File: src/include/ssl_pkg.sv
package ssl_pkg;

    // Virtual stack window shared by the pointer and both limits.
    localparam logic [15:0] SSL_VIRT_BASE = 16'hf000;
    localparam logic [15:0] SSL_VIRT_TOP = 16'hfffe;
    localparam logic [15:0] SSL_PHYS_TOP = 16'hfbfe;
    localparam logic [15:0] SSL_LINEAR_TOP = 16'hfdfe;

    // Lower internal RAM limits for the linear option.
    localparam logic [15:0] SSL_LOW_1KB = 16'hfa00;
    localparam logic [15:0] SSL_LOW_2KB = 16'hf600;
    localparam logic [15:0] SSL_LOW_3KB = 16'hf200;

    // Reset values.
    localparam logic [15:0] SSL_RST_OVF = 16'hfa00;
    localparam logic [15:0] SSL_RST_UNF = 16'hfc00;
    localparam logic [15:0] SSL_RST_SP = 16'hfc00;
    localparam logic [2:0] SSL_RST_SIZE = 3'h0;

    // Size select codes.
    localparam logic [2:0] SSL_SIZE_256 = 3'h0;
    localparam logic [2:0] SSL_SIZE_128 = 3'h1;
    localparam logic [2:0] SSL_SIZE_64 = 3'h2;
    localparam logic [2:0] SSL_SIZE_32 = 3'h3;
    localparam logic [2:0] SSL_SIZE_512 = 3'h4;
    localparam logic [2:0] SSL_SIZE_LINEAR = 3'h7;

    // Bytes moved by one word push or pop.
    localparam logic [11:0] SSL_WORD_STEP = 12'h002;

    // Register byte offsets.
    localparam logic [4:0] SSL_OFF_SP = 5'h00;
    localparam logic [4:0] SSL_OFF_OVF = 5'h04;
    localparam logic [4:0] SSL_OFF_UNF = 5'h08;
    localparam logic [4:0] SSL_OFF_SIZE = 5'h0c;
    localparam logic [4:0] SSL_OFF_PHYS = 5'h10;
    localparam logic [4:0] SSL_OFF_STATUS = 5'h14;

    // Field positions.
    localparam int SSL_SIZE_LSB = 0;
    localparam int SSL_STAT_BAD_BIT = 0;
    localparam int SSL_STAT_OVF_BIT = 1;
    localparam int SSL_STAT_UNF_BIT = 2;

    typedef enum logic [1:0] {
        SSL_OP_NONE,
        SSL_OP_DEC,
        SSL_OP_INC,
        SSL_OP_MOVE
    } ssl_op_type;

    // Mask of the stack-pointer bits that reach the physical address.
    function automatic logic [15:0] ssl_sig_mask(input logic [2:0] size);
        logic [15:0] m;
        m = 16'h01ff;
        unique case (size)
            SSL_SIZE_128: m = 16'h00ff;
            SSL_SIZE_64: m = 16'h007f;
            SSL_SIZE_32: m = 16'h003f;
            SSL_SIZE_512: m = 16'h03ff;
            SSL_SIZE_LINEAR: m = 16'h0fff;
            default: m = 16'h01ff;
        endcase
        return m;
    endfunction

    // Pointer value forced into the virtual window on an even address.
    function automatic logic [15:0] ssl_virt(input logic [11:0] low);
        return {SSL_VIRT_BASE[15:12], low[11:1], 1'b0};
    endfunction

endpackage

File: src/include/ssl_map_if.sv
`timescale 1ns/1ps
interface ssl_map_if;
    logic [15:0] sp_nxt;
    logic [2:0] size_nxt;
    logic [15:0] phys;
    logic [15:0] low_limit;
    logic size_bad;

    modport core (output sp_nxt, output size_nxt, input phys, input low_limit, input size_bad);
    modport mapper (input sp_nxt, input size_nxt, output phys, output low_limit, output size_bad);
endinterface

File: src/verilog/ssl_map.sv
`timescale 1ns/1ps
module ssl_map
    import ssl_pkg::*;
#(
    parameter int IRAM_KB = 2
) (
    // Clock and reset.
    input wire logic clk,
    input wire logic rst,
    // Mapping link to the stack core.
    ssl_map_if.mapper map
);

    if (IRAM_KB < 1 || IRAM_KB > 3) begin : g_bad_iram
        $error("IRAM_KB must be 1, 2 or 3");
    end

    localparam logic [15:0] LOW_LIMIT = (IRAM_KB == 1) ? SSL_LOW_1KB :
                                        (IRAM_KB == 2) ? SSL_LOW_2KB : SSL_LOW_3KB;

    logic [15:0] phys_r;
    logic [15:0] phys_nxt;
    logic [15:0] mask;

    always_comb begin
        mask = ssl_sig_mask(map.size_nxt);
        if (map.size_nxt == SSL_SIZE_LINEAR) begin
            phys_nxt = map.sp_nxt;
        end else begin
            // Upper bits come from the top of the area, so wrap-around is free.
            phys_nxt = (SSL_PHYS_TOP & ~mask) | (map.sp_nxt & mask);
        end
    end

    always_ff @(posedge clk) begin
        if (rst) begin
            phys_r <= SSL_RST_SP;
        end else begin
            phys_r <= phys_nxt;
        end
    end

    assign map.phys = phys_r;
    assign map.low_limit = LOW_LIMIT;
    // The 512 word area reaches below a 1 KB RAM; reserved codes also count as bad.
    assign map.size_bad = (map.size_nxt == 3'h5) || (map.size_nxt == 3'h6) ||
                          (map.size_nxt == SSL_SIZE_512 && IRAM_KB == 1);

    a_phys_circular: assert property (@(posedge clk) disable iff (rst)
        (map.size_nxt != SSL_SIZE_LINEAR) |=>
        (phys_r[15:12] == 4'hf) && (phys_r <= SSL_PHYS_TOP) &&
        ((phys_r & ssl_sig_mask($past(map.size_nxt))) ==
         ($past(map.sp_nxt) & ssl_sig_mask($past(map.size_nxt)))))
        else $error("physical address not formed from significant pointer bits");

    a_phys_linear: assert property (@(posedge clk) disable iff (rst)
        (map.size_nxt == SSL_SIZE_LINEAR) |=> (phys_r == $past(map.sp_nxt)))
        else $error("linear mode must not transform the address");

    a_wrap_256: assert property (@(posedge clk) disable iff (rst)
        (map.size_nxt == SSL_SIZE_256 && map.sp_nxt == 16'hf7fe) |=> (phys_r == 16'hfbfe))
        else $error("push below bottom did not wrap to top of area");

endmodule // ssl_map

File: src/verilog/ssl_top.sv
// Local design decisions: strobed register access and the placing of the registers.
`timescale 1ns/1ps
// What this block does
// - Pointer moves down on every push and up on every pop.
// - Stack entries are whole 16-bit words; byte steps are rounded to words.
// - Pointer bit zero always reads zero whatever is written.
// - Decrement by call, push or subtract traps when pointer below overflow limit.
// - Increment by return, pop or add traps when pointer above underflow limit.
// - A plain move into the pointer never compares and never traps.
// - Pointer and both limits span the window F000 to FFFE.
// - Size code picks 256, 128, 64, 32 or 512 words ending at FBFE.
// - Significant pointer bits follow the size code, up to 11..0 linear.
// - Circular address joins pointer bits with upper bits of FBFE.
// - Code 111 disables transformation; linear stack up to FDFE, no wrap; the pointer here still runs up to FFFE and wraps inside F000 to FFFE.
// - Linear lower RAM limit is FA00, F600 or F200 by RAM size.
// - Reset gives overflow FA00, underflow FC00, pointer FC00, size 000.
// - Word push subtracts two; below the bottom the address wraps to top.
module ssl_top
    import ssl_pkg::*;
#(
    parameter int IRAM_KB = 2
) (
    // Clock and reset.
    input wire logic CLK,
    input wire logic SYS_RST,
    // Register port.
    input wire logic [4:0] REG_ADDR,
    input wire logic [15:0] REG_WDATA,
    input wire logic REG_WR,
    input wire logic REG_RD,
    output logic [15:0] REG_RDATA,
    // Core stack operations.
    input wire logic CORE_DEC,
    input wire logic CORE_INC,
    input wire logic [11:0] CORE_DELTA,
    input wire logic CORE_MOVE,
    input wire logic [15:0] CORE_MOVE_DATA,
    // Stack state and traps toward the core.
    output logic [15:0] STACK_POINTER,
    output logic [15:0] STACK_PHYS_ADDR,
    output logic OVERFLOW_TRAP,
    output logic UNDERFLOW_TRAP
);

    ssl_map_if map ();

    ssl_map #(
        .IRAM_KB(IRAM_KB)
    ) u_map (
        .clk(CLK),
        .rst(SYS_RST),
        .map(map)
    );

    logic [15:0] sp_r;
    logic [15:0] sp_nxt;
    logic [15:0] ovf_r;
    logic [15:0] ovf_nxt;
    logic [15:0] unf_r;
    logic [15:0] unf_nxt;
    logic [2:0] size_r;
    logic [2:0] size_nxt;
    logic ovf_trap_r;
    logic ovf_trap_nxt;
    logic unf_trap_r;
    logic unf_trap_nxt;
    logic [15:0] rdata_r;
    logic [15:0] rdata_nxt;
    logic [11:0] step;
    ssl_op_type op;

    // Core actions win over a software write in the same cycle, so that a
    // running push is never lost to a register access.
    always_comb begin
        if (CORE_MOVE) begin
            op = SSL_OP_MOVE;
        end else if (CORE_DEC) begin
            op = SSL_OP_DEC;
        end else if (CORE_INC) begin
            op = SSL_OP_INC;
        end else begin
            op = SSL_OP_NONE;
        end
    end

    always_comb begin
        step = {CORE_DELTA[11:1], 1'b0};
        sp_nxt = sp_r;
        ovf_nxt = ovf_r;
        unf_nxt = unf_r;
        size_nxt = size_r;
        ovf_trap_nxt = 1'b0;
        unf_trap_nxt = 1'b0;
        if (REG_WR) begin
            unique case (REG_ADDR)
                // A software write is a plain load and is not checked.
                SSL_OFF_SP: sp_nxt = ssl_virt(REG_WDATA[11:0]);
                SSL_OFF_OVF: ovf_nxt = ssl_virt(REG_WDATA[11:0]);
                SSL_OFF_UNF: unf_nxt = ssl_virt(REG_WDATA[11:0]);
                // Reserved codes are stored as written; the status flag shows them.
                SSL_OFF_SIZE: size_nxt = REG_WDATA[SSL_SIZE_LSB +: 3];
                default: ;
            endcase
        end
        unique case (op)
            SSL_OP_MOVE: begin
                sp_nxt = ssl_virt(CORE_MOVE_DATA[11:0]);
            end
            SSL_OP_DEC: begin
                sp_nxt = ssl_virt(sp_r[11:0] - step);
                ovf_trap_nxt = (ssl_virt(sp_r[11:0] - step) < ovf_nxt);
            end
            SSL_OP_INC: begin
                sp_nxt = ssl_virt(sp_r[11:0] + step);
                unf_trap_nxt = (ssl_virt(sp_r[11:0] + step) > unf_nxt);
            end
            SSL_OP_NONE: ;
        endcase
    end

    // The read data answer one cycle after the strobe and read zero otherwise.
    always_comb begin
        rdata_nxt = 16'h0000;
        if (REG_RD) begin
            unique case (REG_ADDR)
                SSL_OFF_SP: rdata_nxt = sp_r;
                SSL_OFF_OVF: rdata_nxt = ovf_r;
                SSL_OFF_UNF: rdata_nxt = unf_r;
                SSL_OFF_SIZE: rdata_nxt = {13'h0000, size_r};
                SSL_OFF_PHYS: rdata_nxt = map.phys;
                SSL_OFF_STATUS: begin
                    rdata_nxt[SSL_STAT_BAD_BIT] = map.size_bad;
                    rdata_nxt[SSL_STAT_OVF_BIT] = (sp_r < ovf_r);
                    rdata_nxt[SSL_STAT_UNF_BIT] = (sp_r > unf_r);
                end
                default: rdata_nxt = 16'h0000;
            endcase
        end
    end

    always_ff @(posedge CLK) begin
        if (SYS_RST) begin
            sp_r <= SSL_RST_SP;
            ovf_r <= SSL_RST_OVF;
            unf_r <= SSL_RST_UNF;
            size_r <= SSL_RST_SIZE;
            ovf_trap_r <= 1'b0;
            unf_trap_r <= 1'b0;
            rdata_r <= 16'h0000;
        end else begin
            sp_r <= sp_nxt;
            ovf_r <= ovf_nxt;
            unf_r <= unf_nxt;
            size_r <= size_nxt;
            ovf_trap_r <= ovf_trap_nxt;
            unf_trap_r <= unf_trap_nxt;
            rdata_r <= rdata_nxt;
        end
    end

    // The mapper works on the next values so the physical address changes with the pointer.
    assign map.sp_nxt = sp_nxt;
    assign map.size_nxt = size_nxt;

    assign STACK_POINTER = sp_r;
    assign STACK_PHYS_ADDR = map.phys;
    assign OVERFLOW_TRAP = ovf_trap_r;
    assign UNDERFLOW_TRAP = unf_trap_r;
    assign REG_RDATA = rdata_r;

    a_sp_even_window: assert property (@(posedge CLK) disable iff (SYS_RST)
        (sp_r[0] == 1'b0) && (sp_r[15:12] == 4'hf) && (ovf_r[15:12] == 4'hf) &&
        (unf_r[15:12] == 4'hf))
        else $error("pointer or limit left the even virtual window");

    a_push_moves_down: assert property (@(posedge CLK) disable iff (SYS_RST)
        (CORE_DEC && !CORE_MOVE && CORE_DELTA == SSL_WORD_STEP) |=>
        (sp_r[11:0] == $past(sp_r[11:0]) - SSL_WORD_STEP))
        else $error("word push did not lower the pointer by two");

    a_pop_moves_up: assert property (@(posedge CLK) disable iff (SYS_RST)
        (CORE_INC && !CORE_MOVE && !CORE_DEC && CORE_DELTA == SSL_WORD_STEP) |=>
        (sp_r[11:0] == $past(sp_r[11:0]) + SSL_WORD_STEP))
        else $error("word pop did not raise the pointer by two");

    a_ovf_trap_cause: assert property (@(posedge CLK) disable iff (SYS_RST)
        OVERFLOW_TRAP |-> ($past(CORE_DEC) && !$past(CORE_MOVE) && (sp_r < ovf_r)))
        else $error("overflow trap without a decrement below the limit");

    a_ovf_trap_taken: assert property (@(posedge CLK) disable iff (SYS_RST)
        (CORE_DEC && !CORE_MOVE && !REG_WR && ssl_virt(sp_r[11:0] - step) < ovf_r) |=>
        OVERFLOW_TRAP)
        else $error("decrement below the limit raised no overflow trap");

    a_unf_trap_cause: assert property (@(posedge CLK) disable iff (SYS_RST)
        UNDERFLOW_TRAP |-> ($past(CORE_INC) && !$past(CORE_DEC) && !$past(CORE_MOVE) &&
        (sp_r > unf_r)))
        else $error("underflow trap without an increment above the limit");

    a_move_no_trap: assert property (@(posedge CLK) disable iff (SYS_RST)
        CORE_MOVE |=> !OVERFLOW_TRAP && !UNDERFLOW_TRAP &&
        (sp_r == {4'hf, $past(CORE_MOVE_DATA[11:1]), 1'b0}))
        else $error("plain move was checked or not loaded");

    a_trap_single: assert property (@(posedge CLK) disable iff (SYS_RST)
        (OVERFLOW_TRAP || UNDERFLOW_TRAP) |->
        ($past(sp_r) != sp_r || $past(CORE_DELTA[11:1]) == 11'h000)
        ##1 ((OVERFLOW_TRAP || UNDERFLOW_TRAP) -> $past(CORE_DEC || CORE_INC)))
        else $error("trap not tied to a pointer update cycle");

    a_reset_values: assert property (@(posedge CLK)
        $past(SYS_RST) |-> (sp_r == SSL_RST_SP) && (ovf_r == SSL_RST_OVF) &&
        (unf_r == SSL_RST_UNF) && (size_r == SSL_RST_SIZE) && !OVERFLOW_TRAP &&
        (STACK_PHYS_ADDR == SSL_RST_SP))
        else $error("reset values wrong");

    a_linear_low: assert property (@(posedge CLK) disable iff (SYS_RST)
        map.low_limit == ((IRAM_KB == 1) ? SSL_LOW_1KB :
                          (IRAM_KB == 2) ? SSL_LOW_2KB : SSL_LOW_3KB))
        else $error("linear lower RAM limit does not follow the RAM size");

endmodule // ssl_top

File: config.mk
export PLATFORM = sky130hd
export DESIGN_NAME = ssl_top
export DESIGN_NICKNAME = d
export VERILOG_FILES = /design/src/include/ssl_pkg.sv /design/src/include/ssl_map_if.sv /design/src/verilog/ssl_map.sv /design/src/verilog/ssl_top.sv
export SDC_FILE = /design/constraint.sdc
export NUM_CORES = 1
export LEC_CHECK = 0
export BUFFER_PORTS_ARGS = -buffer_cell sky130_fd_sc_hd__buf_2
export CAP_MARGIN = 5
export CORE_MARGIN = 2
export CORE_UTILIZATION = 50
export CTS_CLUSTER_SIZE = 14
export DETAILED_ROUTE_END_ITERATION = 8
export PLACE_DENSITY = 0.79
export SETUP_SLACK_MARGIN = 0.3
export SYNTH_ARGS = -nofsm -noshare
export SYNTH_HDL_FRONTEND = slang
export SYNTH_SLANG_ARGS = --single-unit
File: constraint.sdc
create_clock -name CLK -period 5.2 [get_ports CLK]
set_input_delay 0.78 -clock CLK [delete_from_list [all_inputs] [get_ports CLK]]
set_output_delay 0.78 -clock CLK [all_outputs]
set_load 0.05 [all_outputs]
; ---- Yosys cells after proc, flatten, opt, wreduce, memory -nomap -nowiden
; Cells that the tools add are included.
[totals]
regBits = 85
latch_bits = 0
ramBits = 0
rom_bits = 0
inputBits = 56
output_inout_bits = 50
word_cells = 56
memories = 0
[op_classes]
addsub = 2
n_mul = 0
div = 0
n_lt_le_gt_ge = 4
n_eq_ne = 15
shift = 0
n_mux = 16
bitwise = 6
n_reduce_logical = 5
[ops]
columns = operator, count
row1 = 16-bit two-way mux, 7
row2 = 12-bit case mux with 5 select lines, 1
row3 = 13-bit case mux with 4 select lines, 1
row4 = 16-bit case mux with 3 select lines, 1
row5 = 16-bit > comparator, 2
row6 = 16-bit < comparator, 2
row7 = 3-bit case mux with 6 select lines, 1
row8 = 16-bit by 12-bit AND with 16-bit output, 1
row9 = 12-bit NOT with 16-bit output, 1
row10 = 16-bit OR, 1
row11 = 12-bit adder, 1
row12 = 3-bit equality test (second input constant), 4
row13 = 12-bit subtractor, 1
row14 = 5-bit by 4-bit equality test with 1-bit output (second input constant), 2
row15 = 5-bit equality test (second input constant), 2
row16 = 3-bit by 2-bit equality test with 1-bit output (second input constant), 2
row17 = 2-bit two-way mux, 3
row18 = 3-bit two-way mux, 2
row19 = 2-bit OR reduction, 3
row20 = 5-bit by 3-bit equality test with 1-bit output (second input constant), 1
row21 = 5-bit zero test, 1
row22 = 2-bit equality test (second input constant), 2
row23 = 3-bit by 1-bit equality test with 1-bit output (second input constant), 1
row24 = 1-bit NOT, 3
row25 = other kinds (2), 2

; ---- Depth between registers and ports, before layout
[depth]
depth_word = 8
mapped_depth = 16
depth_no_buf = 16

; ---- Modules after synthesis
; From an unflattened synthesis, not the netlist that was laid out.
[hier_totals]
cells_unflattened = 717
area_unflattened_um2 = 5911.9
[modules_own_cells]
columns = module, instances, cells_per_inst, area_each_um2, seq_area_each_um2
row1 = ssl_top, 1, 656, 5286.3, 1381.3
row2 = ssl_map, 1, 61, 625.6, 320.3

; ---- Worst setup path before layout
; No wires, ideal clock.
[synth_path]
path_kind = input-to-reg
from = in REG_ADDR[4]
to = reg unf_trap_r (netlist: UNDERFLOW_TRAP)
setup_time_ps = 114
arrival_ps = 3465
required_ps = 5086
slack_ps = 1621
path_stages = 13
path_buffers = 3
path_cell_list = buf_2 nand2b_1 or3_1 clkbuf_1 buf_1 mux2i_1 ha_1 a21o_1 a21o_1 a21o_1 a2111oi_0 o41ai_1 a21o_1
[synth_via]
elab_chain_len = 4
[synth_rtl]
columns = element, line
row1 = from (decl), ssl_top.sv:27  ; input wire logic [4:0] REG_ADDR,
row2 = 5-bit by 4-bit equality test with 1-bit output, ssl_top.sv:95  ; unique case (REG_ADDR)
row3 = 16-bit two-way mux, ssl_top.sv:95
row4 = 16-bit two-way mux, ssl_top.sv:94  ; if (REG_WR) begin
row5 = 16-bit > comparator, ssl_top.sv:115  ; unf_trap_nxt = (ssl_virt(sp_r[11:0] + step) > unf_nxt);
row6 = to (signal assigned), ssl_top.sv:156  ; unf_trap_r <= unf_trap_nxt;
row7 = to (decl), ssl_top.sv:65  ; logic unf_trap_r;
; No other way between the ends.
; A chain may end at the register's enable or synchronous reset.

==> metrics.yaml <==
flow_run:
  maxCapViolCount: 0
floorplan:
  core-area_um2: 11400
  num_io_pins: 106
  initial_utilization_pct: 50.9
  die-area_um2: 12400
  die-height_um: 112
  chipWidth_um: 112
  placementRows: 39
clock_network:
  cts_max_path_buffers: 2
  cts_hold_buf: 0
  count_of_instances_resized_after_the_clock_tree_is_built: 0
  post-cts-setup-buffers: 0
  clock_insertion_delay_worst_skew_ns: 0.34
  cts_num_sinks: 79
  clk_transition_reported_paths_ns: 0.06
  tritoncts: "built"
  cts-root-buf: "sky130_fd_sc_hd__clkbuf_16"
  h-tree-depth: 3
  cts_made_buffers: 9
timing:
  final.period_utilization_pct: 77.4
  final-setup-viol-count: 0
  fin_skew_ns: 0.00949
  finalCriticalPeriod_ns: 4.03
  slew_headroom_pct: 24.0
  max_freq_mhz: 248
  final_hold_viol_count: 0
  transition_time_at_the_pin_with_the_least_slew_margin_ns: 1.13
  worst_slack_ns: 1.17
  unrepaired_setup_endpoints_after_global_routing: "false"
  setup_total_negative_slack_ns: 0
  count_of_final_max_slew_check_failures: 0
finish:
  nNetsFinal: 898
  count_of_antenna_diodes_in_the_layout: 0
  areaGrowthSynthToFinish_pct: 14.6
  final_layout_size_suffix_gt1_share_pct: 17.7
  fillerInstances: 1023
  final-instance-count-excl-fill: 915
  multi_input_logic_area_um2: 3800
  ff_latch_area_um2: 1580
placement:
  dp_worst_setup_slack_ns: 0.972
  numPlacedInstances: 899
  gp_congestion: 0.926
  port_buffers: 95
  hpwlAfterDp_um: 12600
route:
  wl_per_cell_um: 18.0
  drt_drc_violations_left: 0
  drt_pre_antenna_iters: 5
  dr_total_vias: 5464
  antenna_left: 0
  post_drt_via_cell_ratio: 5.97
  drt_first_iter_violations: 435
  detail_route.wirelength_um: 16400
synthesis:
  synth_top_cell_area_share_pct: 27.3
  syn_area_per_cell_um2: 8.32
  syn-cell-area_um2: 5780
  netlist_top_cells_area: "sky130_fd_sc_hd__dfxtp_1 27%, sky130_fd_sc_hd__ha_1 16%, sky130_fd_sc_hd__mux2i_1 5.7%"
  yosys.cell_count.top_type: "sky130_fd_sc_hd__nor2_1"
  synth.distinct_cells: 82
  post_synthesis_sequential_element_count: 79
  synth_top_area_cell: "sky130_fd_sc_hd__dfxtp_1"
  synth.net_count: 826
  synth_top_cells_by_count: "87 x sky130_fd_sc_hd__nor2_1, 79 x sky130_fd_sc_hd__dfxtp_1, 73 x sky130_fd_sc_hd__ha_1"
  netlist_instances: 695
  asr_flop_ratio_synth_pct: 0
  synth_edf_count: 0
  synth-seq-area-share_pct: 27.3
  ys.flop_type: "sky130_fd_sc_hd__dfxtp_1"
  yosysWarningCount: 0
power_and_ir_drop:
  power.density_nw_per_um2: 297
  total_leakage_power_nw: 3.09
  power.ir.vdd_worst_mv: 0.216
run_status:
  outcome: "complete, no violations"
worst_hold_path:
  min_path_type: "reg -> reg"
grt:
  track_usage_pct: 26.3
  overflow: 0
  grt_pass1_vias: 5072
  initial_antenna_violation_count: 0
  grt_first_pass_wirelength_um: 26200
  pin_count_of_the_biggest_net_entering_global_routing: 43
worst_setup_path:
  path_class: "reg -> reg"
  crit_path_start_kind: "register"
  rr_endpoint: "OVERFLOW_TRAP"
  timing.reg2reg.setup_slack_ns: 1.17
  worst-endpoint-arrival_ns: 4.29
  crit_path_max_fanout: 6
  worstRegToRegCells: 16
  cp-endpoint: "OVERFLOW_TRAP"
  timing.critical_path.to_type: "register"
  crit_required_ns: 5.46
final cells by class:
cell class                 instances  share of cell area, %
clock buffer                      11                   3.66
clock inverter                     5                   1.57
inverter                          57                   3.23
multi-input combinational        521                   57.4
sequential                        79                   23.9
tap                              143                   2.70
timing repair buffer              99                   7.63
worst max-delay path: stages, from the launching register on:
cell and delay [ns]:
sky130_fd_sc_hd__dfxtp_1 0.39, sky130_fd_sc_hd__inv_1 0.18, sky130_fd_sc_hd__ha_1 0.20, sky130_fd_sc_hd__inv_1 0.06, sky130_fd_sc_hd__fa_1 0.40, sky130_fd_sc_hd__a21o_1 0.21, sky130_fd_sc_hd__a21oi_1 0.29, sky130_fd_sc_hd__o21ai_1 0.24
sky130_fd_sc_hd__a211oi_1 0.35, sky130_fd_sc_hd__nor2_1 0.10, sky130_fd_sc_hd__xnor2_1 0.19, sky130_fd_sc_hd__ha_1 0.28, sky130_fd_sc_hd__nand4_1 0.12, sky130_fd_sc_hd__nor2_1 0.08, sky130_fd_sc_hd__a2111oi_0 0.44, sky130_fd_sc_hd__o2111ai_1 0.21
sky130_fd_sc_hd__a31oi_1 0.18
layout by cell type, fill, tap and decap left out, types with 10 or more instances in the layout:
| master | Yosys | routed |
|---|---|---|
| sky130_fd_sc_hd__a21o_1 | 17 | 17 |
| sky130_fd_sc_hd__inv_1 | 55 | 55 |
| sky130_fd_sc_hd__dfxtp_1 | 79 | 79 |
| sky130_fd_sc_hd__nor2_1 | 87 | 87 |
| sky130_fd_sc_hd__buf_2 | 6 | 95 |
| sky130_fd_sc_hd__a221oi_1 | 13 | 13 |
| sky130_fd_sc_hd__nor2b_1 | 10 | 10 |
| sky130_fd_sc_hd__nand3_1 | 20 | 20 |
| sky130_fd_sc_hd__mux2i_1 | 33 | 33 |
| sky130_fd_sc_hd__o21ai_0 | 19 | 19 |
| sky130_fd_sc_hd__nor3_1 | 12 | 12 |
| sky130_fd_sc_hd__ha_1 | 73 | 73 |
| sky130_fd_sc_hd__and3_1 | 10 | 10 |
| sky130_fd_sc_hd__a21oi_1 | 50 | 50 |
| sky130_fd_sc_hd__nand2_1 | 30 | 30 |
| sky130_fd_sc_hd__nand2b_1 | 12 | 12 |
kinds of logic (layout without fill, tap and decap cells):
group,count (synthesis),after routing,share of synthesized area [%]
flops,79,79,27.3
compound gates,168,168,20.4
mux,37,37,6.55
xor+xnor,18,18,2.86
fa+ha+maj,75,75,16.5
buf+inv,95,172,6.94
simple gates,223,223,19.5
how the worst min path moves through the flow:
stage,startpoint,endpoint,slack [ns],cells after the start
2_1_floorplan,ovf_r[15],ovf_r[15],0.44,2
3_3_place_gp,ovf_r[13],ovf_r[13],0.46,2
3_5_place_dp,ovf_r[12],ovf_r[12],0.47,2
4_1_cts,ovf_r[12],ovf_r[12],0.48,2
5_1_grt,ovf_r[13],ovf_r[13],0.50,2
6_report,ovf_r[12],ovf_r[12],0.48,2
stage by stage:
step | total power (W) | hold slack [ns] | instance area (µm²) | utilization (%)
after global routing | 0.00205 | 0.504 | 6630 | 58.3
after detailed placement | 0.00123 | 0.468 | 6280 | 55.2
after global placement | 0.00123 | 0.461 | 6280 | 55.2
after floorplan | 0.00109 | 0.441 | 5780 | -
after CTS | 0.00196 | 0.484 | 6630 | 58.3
final | 0.00197 | 0.485 | 6630 | 58.3
registers in the layout (all words and copies together) (netlist names), named ones only:
name	flops
u_map.map.phys	10
STACK_POINTER	11
REG_RDATA	16
OVERFLOW_TRAP	1
size_r	3
unf_r	16
ovf_r	16
UNDERFLOW_TRAP	1
routing by layer:
layer | global-route usage, % | routed length, µm | vias to the layer above | share of wire [%]
met2 | 43.0 | 7530 | 231 | 46
met5 | 0 | 0 | - | 0
met3 | 4.41 | 1230 | 34 | 7.5
li1 | - | - | 2643 | -
met1 | 34.8 | 7270 | 2556 | 44
met4 | 10.4 | 394 | 0 | 2.4
power by group:
group          switching [W]  total [W]  internal (W)
clock               0.000247   0.000730      0.000483
combinational       0.000360   0.000583      0.000223
sequential         0.0000313   0.000653      0.000622
total               0.000638    0.00197       0.00133
Note: power is estimated with default switching activity, not from simulation.
